### src/rtl/dao_pkg.sv
// constants and carrier types for the dual converter output port
// Overview of operation
// - both channels take a new sample on every rising sample clock edge outside sleep and power-down
// - output words change after an edge and are valid at the next edge
// - each output word belongs to the sample taken five cycles earlier
// - two independent 10-bit words, channel a and b, updated together
// - format select low gives offset binary, high gives two's complement
// - offset binary zero is 10 0000 0000; two's complement inverts the msb
// - sleep disables both conversion channels, only reference bias stays on
// - power-down high shuts down all conversion activity
// - power-down with output enable low holds the last output words
// - output enable high floats all data drivers, low drives them
// - reference input tied to ground switches the reference buffers off
package dao_pkg;
  localparam int unsigned DAO_WORD_W      = 10;
  localparam int unsigned DAO_LATENCY     = 5;
  localparam int unsigned DAO_FIFO_DEPTH  = 4;
  localparam int unsigned DAO_PAIR_W      = 2 * DAO_WORD_W;
  localparam logic [9:0]  DAO_WORD_RESET  = 10'h200;
  localparam int unsigned DAO_MSB_POS     = DAO_WORD_W - 1;
  localparam logic [2:0]  DAO_FILL_RESET  = 3'h0;

  typedef struct packed {
    logic [DAO_WORD_W-1:0] chan_a;
    logic [DAO_WORD_W-1:0] chan_b;
  } dao_pair_t;

  typedef struct packed {
    logic sleep;
    logic full_powerdown_request;
    logic reference_level_grounded;
  } dao_power_t;

  typedef enum logic [2:0] {
    DAO_ST_RUN   = 3'b001,
    DAO_ST_SLEEP = 3'b010,
    DAO_ST_DOWN  = 3'b100
  } dao_state_t;
endpackage

### src/rtl/dao_fifo.sv
// small valid/ready fifo for sample pairs
`timescale 1ns/1ps
module dao_fifo #(
  parameter int unsigned WIDTH = 20,
  parameter int unsigned DEPTH = 4
) (
  // clock and reset
  input  wire logic             ref_clk,
  input  wire logic             reset_n,
  // fill side
  input  wire logic             in_valid,
  output logic                  in_ready,
  input  wire logic [WIDTH-1:0] in_data,
  // drain side
  output logic                  out_valid,
  input  wire logic             out_ready,
  output logic [WIDTH-1:0]      out_data
);
  localparam int unsigned AW = (DEPTH > 1) ? $clog2(DEPTH) : 1;

  logic [WIDTH-1:0] mem_r [DEPTH];
  logic [AW-1:0]    wr_ptr_r;
  logic [AW-1:0]    wr_ptr_nxt;
  logic [AW-1:0]    rd_ptr_r;
  logic [AW-1:0]    rd_ptr_nxt;
  logic [AW:0]      count_r;
  logic [AW:0]      count_nxt;
  logic             push;
  logic             pop;

  assign in_ready  = (count_r != (AW+1)'(DEPTH));
  assign out_valid = (count_r != '0);
  assign push      = in_valid && in_ready;
  assign pop       = out_valid && out_ready;
  assign out_data  = mem_r[rd_ptr_r];

  always_comb begin
    wr_ptr_nxt = wr_ptr_r;
    rd_ptr_nxt = rd_ptr_r;
    count_nxt  = count_r;
    if (push) begin
      wr_ptr_nxt = (wr_ptr_r == AW'(DEPTH-1)) ? '0 : wr_ptr_r + AW'(1);
    end
    if (pop) begin
      rd_ptr_nxt = (rd_ptr_r == AW'(DEPTH-1)) ? '0 : rd_ptr_r + AW'(1);
    end
    if (push && !pop) begin
      count_nxt = count_r + (AW+1)'(1);
    end else if (pop && !push) begin
      count_nxt = count_r - (AW+1)'(1);
    end
  end

  always_ff @(posedge ref_clk or negedge reset_n) begin
    if (!reset_n) begin
      wr_ptr_r <= '0;
      rd_ptr_r <= '0;
      count_r  <= '0;
    end else begin
      wr_ptr_r <= wr_ptr_nxt;
      rd_ptr_r <= rd_ptr_nxt;
      count_r  <= count_nxt;
    end
  end

  // storage has no reset; only written entries are ever read
  always_ff @(posedge ref_clk) begin
    if (push) begin
      mem_r[wr_ptr_r] <= in_data;
    end
  end
endmodule

### src/rtl/dao_output_port.sv
// dual channel sample output port: pipeline, coding, power modes, drivers
`timescale 1ns/1ps
module dao_output_port #(
  parameter int unsigned WORD_W  = dao_pkg::DAO_WORD_W,
  parameter int unsigned LATENCY = dao_pkg::DAO_LATENCY
) (
  // clock and reset
  input  wire logic              ref_clk,
  input  wire logic              reset_n,
  // quantised samples from both converter cores
  input  wire logic [WORD_W-1:0] core_a_code,
  input  wire logic [WORD_W-1:0] core_b_code,
  // control pins
  input  wire logic              format_twos_comp,
  input  wire logic              output_enable_n,
  input  wire dao_pkg::dao_power_t power_ctrl,
  // downstream stream tap
  output logic                   stream_valid,
  input  wire logic              stream_ready,
  output dao_pkg::dao_pair_t     stream_pair,
  output logic                   sample_dropped,
  // status
  output logic                   converters_enabled,
  output logic                   reference_buffers_on,
  output logic                   words_fresh,
  // data pins
  output logic [WORD_W-1:0]      channel_a_sample_word,
  output logic [WORD_W-1:0]      channel_a_sample_word_oe,
  output logic [WORD_W-1:0]      channel_b_sample_word,
  output logic [WORD_W-1:0]      channel_b_sample_word_oe
);
  dao_pkg::dao_state_t   state_r;
  dao_pkg::dao_state_t   state_nxt;
  logic [WORD_W-1:0]     pipe_a_r [LATENCY-1];
  logic [WORD_W-1:0]     pipe_a_nxt [LATENCY-1];
  logic [WORD_W-1:0]     pipe_b_r [LATENCY-1];
  logic [WORD_W-1:0]     pipe_b_nxt [LATENCY-1];
  logic [WORD_W-1:0]     out_a_r;
  logic [WORD_W-1:0]     out_a_nxt;
  logic [WORD_W-1:0]     out_b_r;
  logic [WORD_W-1:0]     out_b_nxt;
  logic [2:0]            fill_r;
  logic [2:0]            fill_nxt;
  logic                  running;
  logic                  fifo_in_ready;
  logic                  dropped_r;
  logic                  dropped_nxt;
  dao_pkg::dao_pair_t    fifo_in;

  // mode selection: power-down outranks sleep
  always_comb begin
    if (power_ctrl.full_powerdown_request) begin
      state_nxt = dao_pkg::DAO_ST_DOWN;
    end else if (power_ctrl.sleep) begin
      state_nxt = dao_pkg::DAO_ST_SLEEP;
    end else begin
      state_nxt = dao_pkg::DAO_ST_RUN;
    end
  end

  always_ff @(posedge ref_clk or negedge reset_n) begin
    if (!reset_n) begin
      state_r <= dao_pkg::DAO_ST_RUN;
    end else begin
      state_r <= state_nxt;
    end
  end

  always_comb begin
    case (state_r)
      dao_pkg::DAO_ST_RUN:   running = 1'b1;
      dao_pkg::DAO_ST_SLEEP: running = 1'b0;
      dao_pkg::DAO_ST_DOWN:  running = 1'b0;
      default:               running = 1'b0;
    endcase
  end

  assign converters_enabled   = running;
  // bias stays alive in sleep; reference off in power-down or when grounded
  assign reference_buffers_on = !power_ctrl.reference_level_grounded
                                && (state_r != dao_pkg::DAO_ST_DOWN);

  // pipeline: edge 1 samples, stages shift, output latch at edge 5
  always_comb begin
    for (int i = 0; i < LATENCY-1; i++) begin
      pipe_a_nxt[i] = pipe_a_r[i];
      pipe_b_nxt[i] = pipe_b_r[i];
    end
    out_a_nxt = out_a_r;
    out_b_nxt = out_b_r;
    fill_nxt  = fill_r;
    if (running) begin
      pipe_a_nxt[0] = core_a_code;
      pipe_b_nxt[0] = core_b_code;
      for (int i = 1; i < LATENCY-1; i++) begin
        pipe_a_nxt[i] = pipe_a_r[i-1];
        pipe_b_nxt[i] = pipe_b_r[i-1];
      end
      // msb inversion turns offset binary into two's complement
      out_a_nxt = pipe_a_r[LATENCY-2]
                  ^ {format_twos_comp, {(WORD_W-1){1'b0}}};
      out_b_nxt = pipe_b_r[LATENCY-2]
                  ^ {format_twos_comp, {(WORD_W-1){1'b0}}};
      if (fill_r != 3'(LATENCY)) begin
        fill_nxt = fill_r + 3'h1;
      end
    end else begin
      // words hold at last value; pipeline must refill on wake
      fill_nxt = dao_pkg::DAO_FILL_RESET;
    end
  end

  always_ff @(posedge ref_clk or negedge reset_n) begin
    if (!reset_n) begin
      for (int i = 0; i < LATENCY-1; i++) begin
        pipe_a_r[i] <= dao_pkg::DAO_WORD_RESET;
        pipe_b_r[i] <= dao_pkg::DAO_WORD_RESET;
      end
      out_a_r <= dao_pkg::DAO_WORD_RESET;
      out_b_r <= dao_pkg::DAO_WORD_RESET;
      fill_r  <= dao_pkg::DAO_FILL_RESET;
    end else begin
      for (int i = 0; i < LATENCY-1; i++) begin
        pipe_a_r[i] <= pipe_a_nxt[i];
        pipe_b_r[i] <= pipe_b_nxt[i];
      end
      out_a_r <= out_a_nxt;
      out_b_r <= out_b_nxt;
      fill_r  <= fill_nxt;
    end
  end

  assign words_fresh = (fill_r == 3'(LATENCY));

  // drivers: enable follows the pin, value comes straight from the latch
  assign channel_a_sample_word    = out_a_r;
  assign channel_b_sample_word    = out_b_r;
  assign channel_a_sample_word_oe = {WORD_W{!output_enable_n}};
  assign channel_b_sample_word_oe = {WORD_W{!output_enable_n}};

  // stream tap: fresh words only; a full fifo drops rather than stalls the
  // converter, because sampling cannot pause
  assign fifo_in.chan_a = out_a_r;
  assign fifo_in.chan_b = out_b_r;
  // only a pair actually offered to a full fifo counts as dropped
  assign dropped_nxt    = words_fresh && running && !fifo_in_ready;
  assign sample_dropped = dropped_r;

  always_ff @(posedge ref_clk or negedge reset_n) begin
    if (!reset_n) begin
      dropped_r <= 1'b0;
    end else begin
      dropped_r <= dropped_nxt;
    end
  end

  dao_fifo #(
    .WIDTH (dao_pkg::DAO_PAIR_W),
    .DEPTH (dao_pkg::DAO_FIFO_DEPTH)
  ) u_fifo (
    .ref_clk   (ref_clk),
    .reset_n   (reset_n),
    .in_valid  (words_fresh && running),
    .in_ready  (fifo_in_ready),
    .in_data   (fifo_in),
    .out_valid (stream_valid),
    .out_ready (stream_ready),
    .out_data  (stream_pair)
  );
endmodule

### config.mk
export PLATFORM = sky130hd
export DESIGN_NAME = dao_output_port
export DESIGN_NICKNAME = d
export VERILOG_FILES = /design/src/rtl/dao_pkg.sv /design/src/rtl/dao_fifo.sv /design/src/rtl/dao_output_port.sv
export SDC_FILE = /design/constraint.sdc
export NUM_CORES = 1
export LEC_CHECK = 0
export ABC_AREA = 1
export CELL_PAD_IN_SITES_DETAIL_PLACEMENT = 1
export CELL_PAD_IN_SITES_GLOBAL_PLACEMENT = 2
export CORE_MARGIN = 2
export CORE_UTILIZATION = 44
export CTS_CLUSTER_DIAMETER = 60
export DETAILED_ROUTE_END_ITERATION = 8
export DONT_BUFFER_PORTS = 1
export PLACE_DENSITY_LB_ADDON = 0.1
export SLEW_MARGIN = 10
export SYNTH_ARGS = -nofsm -noshare
export SYNTH_HDL_FRONTEND = slang
export SYNTH_HIERARCHICAL = 1
export SYNTH_SLANG_ARGS = --single-unit
### constraint.sdc
create_clock -name ref_clk -period 5.81 [get_ports ref_clk]
set_input_delay 0.2905 -clock ref_clk [delete_from_list [all_inputs] [get_ports ref_clk]]
set_output_delay 0.2905 -clock ref_clk [all_outputs]
set_load 0.05 [all_outputs]
# Yosys cells after proc, flatten, opt, wreduce, memory -nomap -nowiden
# Memories as Yosys holds them, arrays and structs flattened.
# Cells that the tools add are included.
classes:
  n_eq_ne: 8
  addsub: 5
  n_reduce_logical: 14
  mux: 11
  n_bitwise: 2
op_table:
  columns: ["operator", "n"]
  rows:
  - ["$xor 10x10->10", 2]
  - ["$mux 3", 5]
  - ["$ne 3x3->1 const B", 3]
  - ["$logic_and 1x1->1", 7]
  - ["$add 3x1->3 const B", 2]
  - ["$mux 2", 3]
  - ["$logic_not 1->1", 5]
  - ["$add 2x1->2 const B", 2]
  - ["$eq 2x2->1 const B", 2]
  - ["$eq 3x1->1 const B", 1]
  - ["$eq 3x3->1 const B", 1]
  - ["$mux 1", 3]
  - ["$reduce_bool 3->1", 1]
  - ["$sub 3x1->3 const B", 1]
  - ["$ne 2x1->1 const B", 1]
  - ["$reduce_bool 2->1", 1]
word_totals:
  register_bits: 114
  wordCells: 57
  mem_bits_rw: 80
  inputBits: 28
  memories: 1
mem_list:
  columns: ["name", "words", "word_bits", "read_ports", "rd_ports_with_merged_regs", "write_ports", "line", "rtl"]
  rows:
  - ["u_fifo.mem_r", 4, 20, 1, 0, 1, "dao_fifo.sv:21", "logic [WIDTH-1:0] mem_r [DEPTH];"]

# Logic depth before layout (Yosys ltp)
# Gate-level depths: netlist of run 1.
depth:
  ltp_word: 8
  mapped_depth: 16
  mapped_depth_nobuf: 16

# Modules after synthesis
# Netlist of run 1, hierarchy kept.
by_module_without_submodules:
  columns: ["mod", "cells_each", "instances", "seq_area_each_um2", "area_per_inst_um2"]
  rows:
  - ["dao_output_port", 493, 1, 2691.3, 4326.6]
  - ["dao_fifo", 292, 1, 2577.5, 3671.0]

# Worst setup path after synthesis of run 1
# Ideal clock, no wire load.
synth_timing:
  path_type: "register to register"
  start: "reg fill_r[1]"
  end: "mem u_fifo.mem_r[0][0], enable pin"
  arrival_time_ns: 2.312
  setup_ns: 0.397
  path_stages_with_launch: 9
  path_buffers: 0
  slack_ns: 3.101
  path_cell_list: "dfrtp_1 inv_1 ha_1 nand2_1 inv_1 nand3_1 inv_1 nand2_1 nor2_1"
synth_between:
  elab_chain_len: 5
synth_lines:
  columns: ["item", "line", "rtl"]
  rows:
  - ["start: declaration", "dao_output_port.sv:42", "logic [2:0] fill_r;"]
  - ["start signal: assignment", "dao_output_port.sv:121", "fill_r <= dao_pkg::DAO_FILL_RESET;"]
  - ["start signal: assignment", "dao_output_port.sv:129", "fill_r <= fill_nxt;"]
  - ["$eq 3x3->1", "dao_output_port.sv:133", "assign words_fresh = (fill_r == 3'(LATENCY));"]
  - ["net words_fresh", "dao_output_port.sv:25", "output logic words_fresh,"]
  - ["$logic_and 1x1->1", "dao_output_port.sv:163", ".in_valid (words_fresh && running),"]
  - ["$logic_and 1x1->1", "dao_fifo.sv:33", "assign push = in_valid && in_ready;"]
  - ["$mux 1", "dao_fifo.sv:68", "if (push) begin"]
  - ["$mux 1 (implied by the code)", "dao_fifo.sv:69", "mem_r[wr_ptr_r] <= in_data;"]
  - ["end: declaration", "dao_fifo.sv:21", null]
# The timed path passes the listed nets, and every way through them passes these cells.

# Worst setup path after layout of run 1
layout_timing:
  start: "reg fill_r[1]"
  end: "mem u_fifo.mem_r[0][7], enable pin"
# Same word-level chain as after synthesis.

==> impl_metrics.py, run 1 <==
metrics = {
    "status": {
        "outcome": "completed",
    },
    "place": {
        "dp_hpwl_mm": 8.88,
        "place_inst": 964,
        "io_buffers": 0,
        "place_area_mm2": 0.00792,
        "gp_congestion": 0.716,
    },
    "final_layout": {
        "instances_no_fill": 1022,
        "final_core_util": 0.490,
        "diodes": 0,
        "fillers": 1974,
        "finalNetCount": 817,
        "multi_input_area_mm2": 0.00206,
        "syn2layout_area_growth_pct": 9.73,
        "seq_area_mm2": 0.00527,
        "stdcell_area_mm2": 0.00878,
        "drive_gt1_frac": 0.0757,
    },
    "clocking": {
        "clk_root_buffer_cell": "clkbuf_16",
        "postCtsSetupBuffers": 0,
        "numCtsBuffers": 17,
        "htree_levels": 4,
        "cts_tree": "yes",
        "cts.sinks": 194,
        "clk_latency_ns": 0.43,
        "clk_path_buf_depth": 2,
        "post_cts_resized": 0,
        "clkTransAtPathRegs_ns": 0.07,
        "cts_hold_buf": 26,
    },
    "power_and_ir_drop": {
        "leakagePower_nw": 4.12,
        "powerDensity_mw_per_mm2": 466,
        "vdd_ir_drop_max_uv": 372,
    },
    "timing": {
        "setup-violations-final": 0,
        "max_slew_margin": 0.196,
        "period_needed_ns": 2.98,
        "slew_viol_final": 0,
        "hold_ws_ns": 0.0463,
        "clock_skew_ns": 0.00836,
        "worstMarginPinSlew_ns": 1.20,
        "fin_crit_sh": 0.513,
        "hold_viol_final": 0,
        "fmax_ghz": 0.335,
        "setup_tns_ns": 0,
        "rsz0062_at_grt": "false",
    },
    "worst_setup_path": {
        "cp.arrival_ns": 3.03,
        "crit_required_ns": 5.86,
        "worst-setup-path-type": "reg -> reg",
        "crit_top_cell": "inv_1",
        "end_kind": "flop",
        "cp_slowest_cell": "nor2_2",
        "crit_buf_inv": 3,
        "path_delay_family": "simple AND/OR/NAND/NOR gates",
        "crit_start": "fill_r[1]",
        "slowest_delay_ns": 0.93,
        "crit_path_cell_trace": "inv_1 -> ha_1 -> nand2_1 -> inv_1 -> nand3_1 -> inv_1 -> nand2_1 -> nor2_2",
        "crit_fanout": 20,
        "r2r-start": "fill_r[1]",
        "start_kind": "flop",
    },
    "min_path": {
        "hold_class": "in -> reg",
        "hold_path_startpoint": "format_twos_comp",
    },
    "yosys": {
        "synth_area_leaders": "dfrtp_1 (32%), edfxtp_1 (30%), nand2_1 (18%), dfstp_2 (3.6%), o211ai_1 (3.6%)",
        "synth_fp_nets": 822,
        "yosysTopAreaCell": "dfrtp_1",
        "synth_warnings": 6,
        "synth.ff_latch_count": 194,
        "avgSynthCellArea_um2": 10.2,
        "async_reset_ff_frac": 0.588,
        "synthFlopType": "dfrtp_1",
        "ys_seq_area_frac": 0.659,
        "synth_top_area_frac": 0.322,
        "synthCells": 785,
        "synth-edff-count": 80,
        "synth_area_mm2": 0.00800,
        "ys_types": 23,
    },
    "route": {
        "ant_nets": 0,
        "detail_route.wl_per_cell_um": 14.6,
        "via_count": 4889,
        "drt_iter0_drc": 353,
        "drc": 0,
        "firstDrtPassIters": 4,
        "vias_per_cell": 4.78,
        "wl_mm": 14.9,
    },
    "grt": {
        "grt_pass1_vias": 5104,
        "grt_first_pass_wirelength_mm": 25.4,
        "overflow": 0,
        "antenna_found_initial": 0,
        "grt_max_degree": 115,
        "grt_use_total": 0.164,
    },
    "die": {
        "start_util": 0.447,
        "fp.coreArea_mm2": 0.0179,
        "rows": 49,
        "dieWidth_um": 139,
        "pin_count": 93,
        "fp.dieH_um": 139,
        "dieArea_mm2": 0.0193,
    },
    "flow_run": {
        "max_cap_viol_count": 0,
    },
}
==> area by class of cell <==
cell class              instances  share of cell area
repair buffers                 30              0.0351
clock buffers                  17              0.0485
multi-input cells             468               0.235
well taps                     229              0.0326
clock inverters                15              0.0177
inverters                      69              0.0304
flip-flops and latches        194               0.601
==> layout by cell type (no fill, tap or decap), types with 2 or more instances in the layout <==
| cell type | synthesis | final |
|---|---|---|
| nand2_1 | 391 | 391 |
| dfrtp_1 | 103 | 102 |
| edfxtp_1 | 80 | 80 |
| inv_1 | 66 | 65 |
| o211ai_1 | 38 | 38 |
| dlygate4sd3_1 | 0 | 25 |
| clkbuf_16 | 0 | 17 |
| dfstp_2 | 11 | 11 |
| nand3_1 | 9 | 9 |
| ha_1 | 8 | 8 |
| nor2_1 | 11 | 7 |
| inv_6 | 0 | 6 |
| buf_4 | 21 | 4 |
| nor2_2 | 1 | 4 |
| inv_2 | 3 | 3 |
| clkinv_1 | 0 | 2 |
| bufinv_16 | 0 | 2 |
| clkinv_4 | 0 | 2 |
| o211ai_2 | 2 | 2 |
==> layer usage <==
metal	global-route usage	routed length, µm	vias to the layer above
li1	-	-	2433
met1	0.212	6810	2349
met2	0.269	7270	84
met3	0.0435	590	23
met4	0.0595	240	0
met5	0	0	-
==> Yosys cell counts, types with 2 or more instances <==
| master | instances |
|---|---|
| o211ai_1 | 38 |
| dfrtp_1 | 103 |
| nand3_2 | 2 |
| inv_1 | 66 |
| buf_4 | 21 |
| dfstp_2 | 11 |
| edfxtp_1 | 80 |
| nand3_1 | 9 |
| ha_1 | 8 |
| buf_2 | 15 |
| inv_2 | 3 |
| nand2_1 | 391 |
| nor2_1 | 11 |
| buf_6 | 17 |
| o211ai_2 | 2 |
==> cells by family (layout without fill, tap and decap cells) <==
family	count (synthesis)	in the layout	synth area share
xor gates and xnor gates	1	1	0.00110
and+or+nand+nor	415	415	0.198
AOI/OAI and AO/OA	43	43	0.0408
adders and majority gates	9	9	0.0150
DFF	194	194	0.659
buffers and inverters	123	131	0.0859
==> worst paths after layout <==
check	to	slack, ns	cells past startpoint
setup reg to reg	u_fifo/mem_r[0][7]	2.83	8
hold / removal	channel_a_sample_word[9]	0.05	4
hold reg to reg	pipe_b_r[19]	0.47	2
setup / recovery	u_fifo/mem_r[0][7]	2.83	8
max in group asynchronous	u_fifo/rd_ptr_r[0]	4.89	2
min in group asynchronous	pipe_a_r[15]	0.45	2
==> through the flow <==
| stage | setup slack (ns) | total power [W] |
|---|---|---|
| after global placement | 2.90 | 0.00291 |
| after floorplan | 3.10 | 0.00284 |
| after global routing | 2.52 | 0.00432 |
| final | 2.83 | 0.00409 |
| after detailed placement | 2.78 | 0.00296 |
| after CTS | 2.75 | 0.00415 |
==> worst register-to-register path, cell delays in order, from the launching register on <==
cell,delay [ns]
dfrtp_1,0.40
inv_1,0.06
ha_1,0.18
nand2_1,0.10
inv_1,0.36
nand3_1,0.22
inv_1,0.14
nand2_1,0.20
nor2_2,0.93
==> power by group <==
part / switching, W / internal (W) / leakage [nW]
registers: 0.000314 / 0.00166 / 2.14
clock network: 0.000513 / 0.000638 / 0.280
logic: 0.000749 / 0.000214 / 1.70
total: 0.00158 / 0.00252 / 4.12
==> sequential cells by signal (all words and copies together), names as in the netlist <==
signal / count
fill_r: 3
u_fifo/wr_ptr_r: 2
state_r: 3
pipe_a_r: 40
channel_a_sample_word: 10
u_fifo/rd_ptr_r: 2
sample_dropped: 1
u_fifo/count_r: 3
channel_b_sample_word: 10
u_fifo/mem_r: 80
pipe_b_r: 40
(Power assumes the default switching activity.)
==> run 2: changes to the inputs <==
- CORE_UTILIZATION: 44 -> 40
- clock period: 5.81 -> 2.9 ns (I/O delays scaled with it)
==> run 2 against run 1 <==
  * Sequential share of layout area down 1.4 points
  * Clock power up 110%
  * Clock-buffer cell count increased by 2
  * First-iteration DRC count fell by 41%
  * Worst setup slack worse by 2.4 ns
  * Final cell count rose by 4.7%
  * Final area rose by 2.4%
  * Largest power group unchanged
  * Via count decreased by 0.43%
  * Global-route usage fell by 1.2 points
==> impl_metrics.py, run 2 (synthesis gave the netlist of run 1 again) <==
metrics = {
    "route": {
        "firstDrtPassIters": 4,
        "wl_mm": 15.1,
        "via_count": 4868,
        "detail_route.wl_per_cell_um": 14.1,
        "ant_nets": 0,
        "drt_iter0_drc": 208,
        "drc": 0,
        "vias_per_cell": 4.55,
    },
    "grt": {
        "grt_max_degree": 115,
        "grt_use_total": 0.152,
        "antenna_found_initial": 0,
        "grt_first_pass_wirelength_mm": 25.8,
        "overflow": 0,
        "grt_pass1_vias": 5046,
    },
    "final_layout": {
        "finalNetCount": 829,
        "top_register": "u_fifo/mem_r",
        "drive_gt1_frac": 0.0894,
        "mostFrequentLayoutCells": "nand2_1 (391), dfrtp_1 (102), edfxtp_1 (80)",
        "syn2layout_area_growth_pct": 12.3,
        "diodes": 0,
        "layout_commonest_cell": "nand2_1",
        "instances_no_fill": 1070,
        "largestRegisters": "u_fifo/mem_r (80), pipe_a_r (40), pipe_b_r (40)",
        "largest_reg_flops": 80,
    },
    "die": {
        "dieWidth_um": 145,
        "fp.dieH_um": 145,
        "start_util": 0.410,
        "pin_count": 93,
        "fp.coreArea_mm2": 0.0195,
        "dieArea_mm2": 0.0211,
        "rows": 51,
    },
    "power_and_ir_drop": {
        "powerDensity_mw_per_mm2": 925,
        "vdd_ir_drop_max_uv": 471,
        "leakagePower_nw": 4.20,
    },
    "worst_setup_path": {
        "cp.arrival_ns": 2.75,
        "crit_fanout": 7,
        "end_kind": "flop",
        "crit_required_ns": 3.21,
        "rrSetupSlack_ns": 0.47,
        "start_kind": "flop",
        "worst-setup-path-type": "reg -> reg",
    },
    "clocking": {
        "numCtsBuffers": 17,
        "cts.sinks": 194,
        "htree_levels": 4,
        "clk_path_buf_depth": 2,
        "postCtsSetupBuffers": 0,
        "clk_latency_ns": 0.44,
        "clk_root_buffer_cell": "clkbuf_16",
        "cts_tree": "yes",
        "clkTransAtPathRegs_ns": 0.07,
    },
    "flow_run": {
        "max_cap_viol_count": 0,
    },
    "timing": {
        "slew_viol_final": 0,
        "setup_tns_ns": 0,
        "hold_viol_final": 0,
        "setup-violations-final": 0,
        "rsz0062_at_grt": "false",
        "fin_ws_ns": 0.467,
        "worstMarginPinSlew_ns": 0.707,
        "max_slew_margin": 0.529,
        "fmax_ghz": 0.411,
        "clock_skew_ns": 0.0186,
        "fin_crit_sh": 0.839,
        "period_needed_ns": 2.43,
    },
    "place": {
        "gp_congestion": 0.705,
        "dp_hpwl_mm": 9.47,
        "pre_cts_slack_ns": 0.481,
        "io_buffers": 0,
        "place_inst": 1011,
    },
    "status": {
        "outcome": "completed",
    },
    "min_path": {
        "hold_class": "in -> reg",
    },
}
[run 2: final timing paths]
kind	cells past startpoint	to	from
min reg2reg	2	channel_b_sample_word[4]	pipe_b_r[4]
max	15	u_fifo/count_r[2]	fill_r[1]
min	2	state_r[0]	power_ctrl[2]
max in group asynchronous	2	pipe_a_r[12]	reset_n
min in group asynchronous	2	pipe_b_r[23]	reset_n
max reg2reg	15	u_fifo/count_r[2]	fill_r[1]
[run 2: power by group]
part	internal [W]	leakage [nW]	switching, W
Clock	0.00134	0.288	0.00104
Combinational	0.000465	1.77	0.00145
Sequential	0.00333	2.14	0.000690
Total	0.00513	4.20	0.00318
[run 2: layout make-up]
cell class	count	area (µm²)
inverter	69	267
sequential	194	5270
clock buffer	19	454
multi-input combinational	468	2060
tap	265	332
timing repair buffer	42	450
fill	2207	10500
clock inverter	13	148
[run 2: repair_timing]
action                                  4_1_cts  5_1_grt
endpoints found under the setup margin        0        0
endpoints found under the hold margin       141        0
gates resized for setup                       0        0
hold buffers                                 27        0
[run 2: per-stage QoR]
| stage | utilization | hold WS [ns] | power, W | area (µm²) |
|---|---|---|---|---|
| global placement | 0.415 | -0.147 | 0.00589 | 8100 |
| CTS | 0.460 | 0.265 | 0.00843 | 8980 |
| floorplan | - | -0.151 | 0.00569 | 8000 |
| global route | 0.460 | 0.308 | 0.00878 | 8980 |
| finish | 0.460 | 0.321 | 0.00831 | 8980 |
| detailed placement | 0.415 | -0.147 | 0.00598 | 8100 |
[run 2: per-layer routing]
layer | vias up | part of all wire | track usage
met1 | 2324 | 0.47 | 0.198
met5 | - | 0 | 0
li1 | 2461 | - | -
met3 | 8 | 0.029 | 0.0382
met4 | 0 | 0.0091 | 0.0485
met2 | 75 | 0.49 | 0.251
[run 2: critical path: stages (launching register included)]
cell and delay [ns]:
dfrtp_1 0.40, inv_1 0.06, ha_1 0.17, nand2_1 0.10
inv_1 0.08, nand3_1 0.13, inv_1 0.12, nand2_1 0.19
inv_1 0.11, ha_1 0.17, inv_1 0.07, fa_1 0.39
nand2_1 0.12, nand3_1 0.09, nand2_1 0.06, nand2_1 0.05
==> run 3: changes to the inputs <==
- ABC_AREA: 1 -> 0
- CORE_UTILIZATION: 40 -> 48
- clock period: 2.9 -> 2.5 ns (I/O delays scaled with it)
==> run 3 against run 2 <==
  * The flow now finishes with violations (negative hold slack)
  * Combinational power grew 27%
  * Clock-buffer cell count unchanged
  * Worst setup slack worse by 0.30 ns
  * Fmax grew 4.4%
  * Final area decreased by 0.99%
  * Highest routed layer unchanged
==> impl_metrics.py, run 3 <==
metrics = {
    "place": {
        "io_buffers": 0,
        "gp_congestion": 0.697,
        "dp_hpwl_mm": 8.31,
    },
    "min_path": {
        "hold_class": "in -> async",
    },
    "yosys": {
        "async_reset_ff_frac": 0.588,
        "synth_most_common_cell": "dfrtp_1",
        "ys_types": 31,
        "synth_common_cells": "dfrtp_1 (103), mux2_4 (96), edfxtp_1 (80)",
        "synth-edff-count": 80,
        "avgSynthCellArea_um2": 19.9,
        "synth_top_area_frac": 0.322,
        "synth_fp_nets": 439,
        "synthFlopType": "dfrtp_1",
        "ys_seq_area_frac": 0.658,
        "synthCells": 402,
        "yosysTopAreaCell": "dfrtp_1",
        "synth_warnings": 6,
        "synth.ff_latch_count": 194,
        "synth_area_mm2": 0.00801,
        "synth_area_leaders": "dfrtp_1 (32%), edfxtp_1 (30%), mux2_4 (18%), mux4_2 (5.6%), dfstp_2 (3.6%)",
    },
    "worst_setup_path": {
        "crit_end": "u_fifo/count_r[2]",
        "crit_fanout": 5,
        "crit_required_ns": 2.85,
        "crit_start": "state_r[0]",
        "worst-setup-path-type": "reg -> reg",
        "rrSetupSlack_ns": 0.17,
        "r2r-start": "state_r[0]",
        "start_kind": "flop",
        "regToRegEndpoint": "u_fifo/count_r[2]",
        "ff2ff_path_depth": 9,
        "end_kind": "flop",
        "cp.arrival_ns": 2.68,
    },
    "final_layout": {
        "fillers": 1502,
        "diodes": 0,
        "top_register": "u_fifo/mem_r",
        "final_core_util": 0.540,
        "largestRegisters": "u_fifo/mem_r (80), pipe_a_r (40), pipe_b_r (40)",
        "largest_reg_flops": 80,
        "finalNetCount": 463,
        "drive_gt1_frac": 0.421,
        "syn2layout_area_growth_pct": 11.1,
        "mostFrequentLayoutCells": "dfrtp_1 (103), mux2_4 (96), edfxtp_1 (80)",
        "layout_commonest_cell": "dfrtp_1",
    },
    "route": {
        "detail_route.wl_per_cell_um": 19.8,
        "drc": 0,
        "wl_mm": 13.0,
        "ant_nets": 0,
        "drt_iter0_drc": 217,
        "firstDrtPassIters": 4,
        "via_count": 3382,
        "vias_per_cell": 5.13,
    },
    "clocking": {
        "cts.sinks": 194,
        "htree_levels": 4,
        "clk_root_buffer_cell": "clkbuf_16",
        "cts_tree": "yes",
        "clk_latency_ns": 0.43,
        "clkTransAtPathRegs_ns": 0.07,
        "clk_path_buf_depth": 2,
        "cts_hold_buf": 25,
        "numCtsBuffers": 17,
    },
    "timing": {
        "hold_ws_ns": -0.604,
        "slew_viol_final": 0,
        "clock_skew_ns": 0.0130,
        "max_slew_margin": 0.286,
        "worstMarginPinSlew_ns": 1.08,
        "hold_viol_final": 114,
        "fmax_ghz": 0.429,
        "fin_crit_sh": 0.932,
        "period_needed_ns": 2.33,
        "setup_tns_ns": 0,
        "setup-violations-final": 0,
    },
    "grt": {
        "grtUsageMet3": 0.0495,
        "gr-max-usage-layer": "met2",
        "grt_use_total": 0.160,
        "grt_max_degree": 115,
        "grt_util_met2": 0.249,
        "grt_first_pass_wirelength_mm": 21.4,
        "grt_pass1_vias": 3657,
        "overflow": 0,
        "grtUsageMet1": 0.219,
        "antenna_found_initial": 0,
    },
    "die": {
        "dieArea_mm2": 0.0177,
        "fp.coreArea_mm2": 0.0165,
        "start_util": 0.486,
        "fp.dieH_um": 133,
        "rows": 47,
        "pin_count": 93,
        "dieWidth_um": 133,
    },
    "power_and_ir_drop": {
        "powerDensity_mw_per_mm2": 1160,
        "vdd_ir_drop_max_uv": 666,
        "p_total_w": 0.0103,
        "leakagePower_nw": 3.74,
    },
    "status": {
        "outcome": "complete, but fails checks",
        "violations": "negative hold slack",
    },
    "flow_run": {
        "max_cap_viol_count": 0,
    },
}
-- run 3: cell types whose count changed in the layout (fill, tap and decap cells not counted), moves of 8 or more --
cell / previous run / this run
nand2_1: 391 / 1
mux2_4: 0 / 96
inv_1: 65 / 4
o211ai_1: 38 / 0
mux4_2: 0 / 20
mux2_2: 0 / 9
nand3_1: 9 / 1
-- run 3: layout make-up --
class | count | area (µm²) | area share
inverters | 7 | 41.3 | 0.00464
well taps | 220 | 275 | 0.0309
multi-input cells | 167 | 2350 | 0.265
clock buffers | 19 | 433 | 0.0487
clock inverters | 13 | 119 | 0.0134
repair buffers | 39 | 405 | 0.0456
flip-flops and latches | 194 | 5270 | 0.592
-- run 3: cell families (layout without fill, tap and decap cells) --
family,count (synthesis),after routing,share of synthesized area
muxes,125,125,0.249
DFF,194,194,0.658
adders and majority gates,9,9,0.0150
AOI/OAI and AO/OA,5,5,0.00453
xor gates and xnor gates,5,5,0.00547
buffers and inverters,41,78,0.0513
and+or+nand+nor,23,23,0.0166
-- run 3: worst min-delay path by stage --
stage / slack [ns] / endpoint / cells after the start / start
after floorplan: -0.17 / channel_a_sample_word[0] / 0 / reset_n
after global placement: -0.17 / channel_a_sample_word[2] / 0 / reset_n
after detailed placement: -0.17 / channel_a_sample_word[1] / 0 / reset_n
after CTS: -0.63 / pipe_a_r[16] / 0 / reset_n
after global routing: -0.63 / u_fifo/rd_ptr_r[0] / 0 / reset_n
final: -0.60 / u_fifo/rd_ptr_r[0] / 0 / reset_n
-- run 3: per-layer routing --
| metal | vias to the layer above | part of all wire | wire, µm |
|---|---|---|---|
| met5 | - | 0 | 0 |
| met2 | 70 | 0.47 | 6150 |
| li1 | 1517 | - | - |
| met3 | 10 | 0.046 | 599 |
| met4 | 0 | 0.011 | 150 |
| met1 | 1785 | 0.47 | 6140 |
-- run 3: power breakdown --
part           switching [W]  total [W]  leakage (nW)  internal [W]
clock network        0.00112    0.00257         0.268       0.00145
registers            0.00110    0.00528          2.12       0.00418
logic                0.00119    0.00244          1.35       0.00125
-- run 3: metrics by stage --
step	setup slack, ns	std cells	area [µm²]
4_1_cts	0.127	657	8880
3_3_place_gp	0.220	600	8080
3_5_place_dp	0.143	600	8080
6_report	0.169	659	8900
2_1_floorplan	-0.0175	402	8040
5_1_grt	-0.00924	659	8900
-- run 3: worst max-delay path, stage by stage (launching register included) --
cell,delay [ns]
dfstp_2,0.52
or3b_4,0.37
nor2_1,0.09
a21boi_4,0.26
ha_4,0.18
inv_2,0.04
fa_2,0.35
xor2_1,0.15
nor2_1,0.15
xor2_1,0.16
-- run 3: repair_timing --
action                                  in CTS  in global routing
buffers inserted                             0                  2
endpoints found under the setup margin       0                  1
gates resized for setup                      0                  1
hold endpoints to repair                   141                114
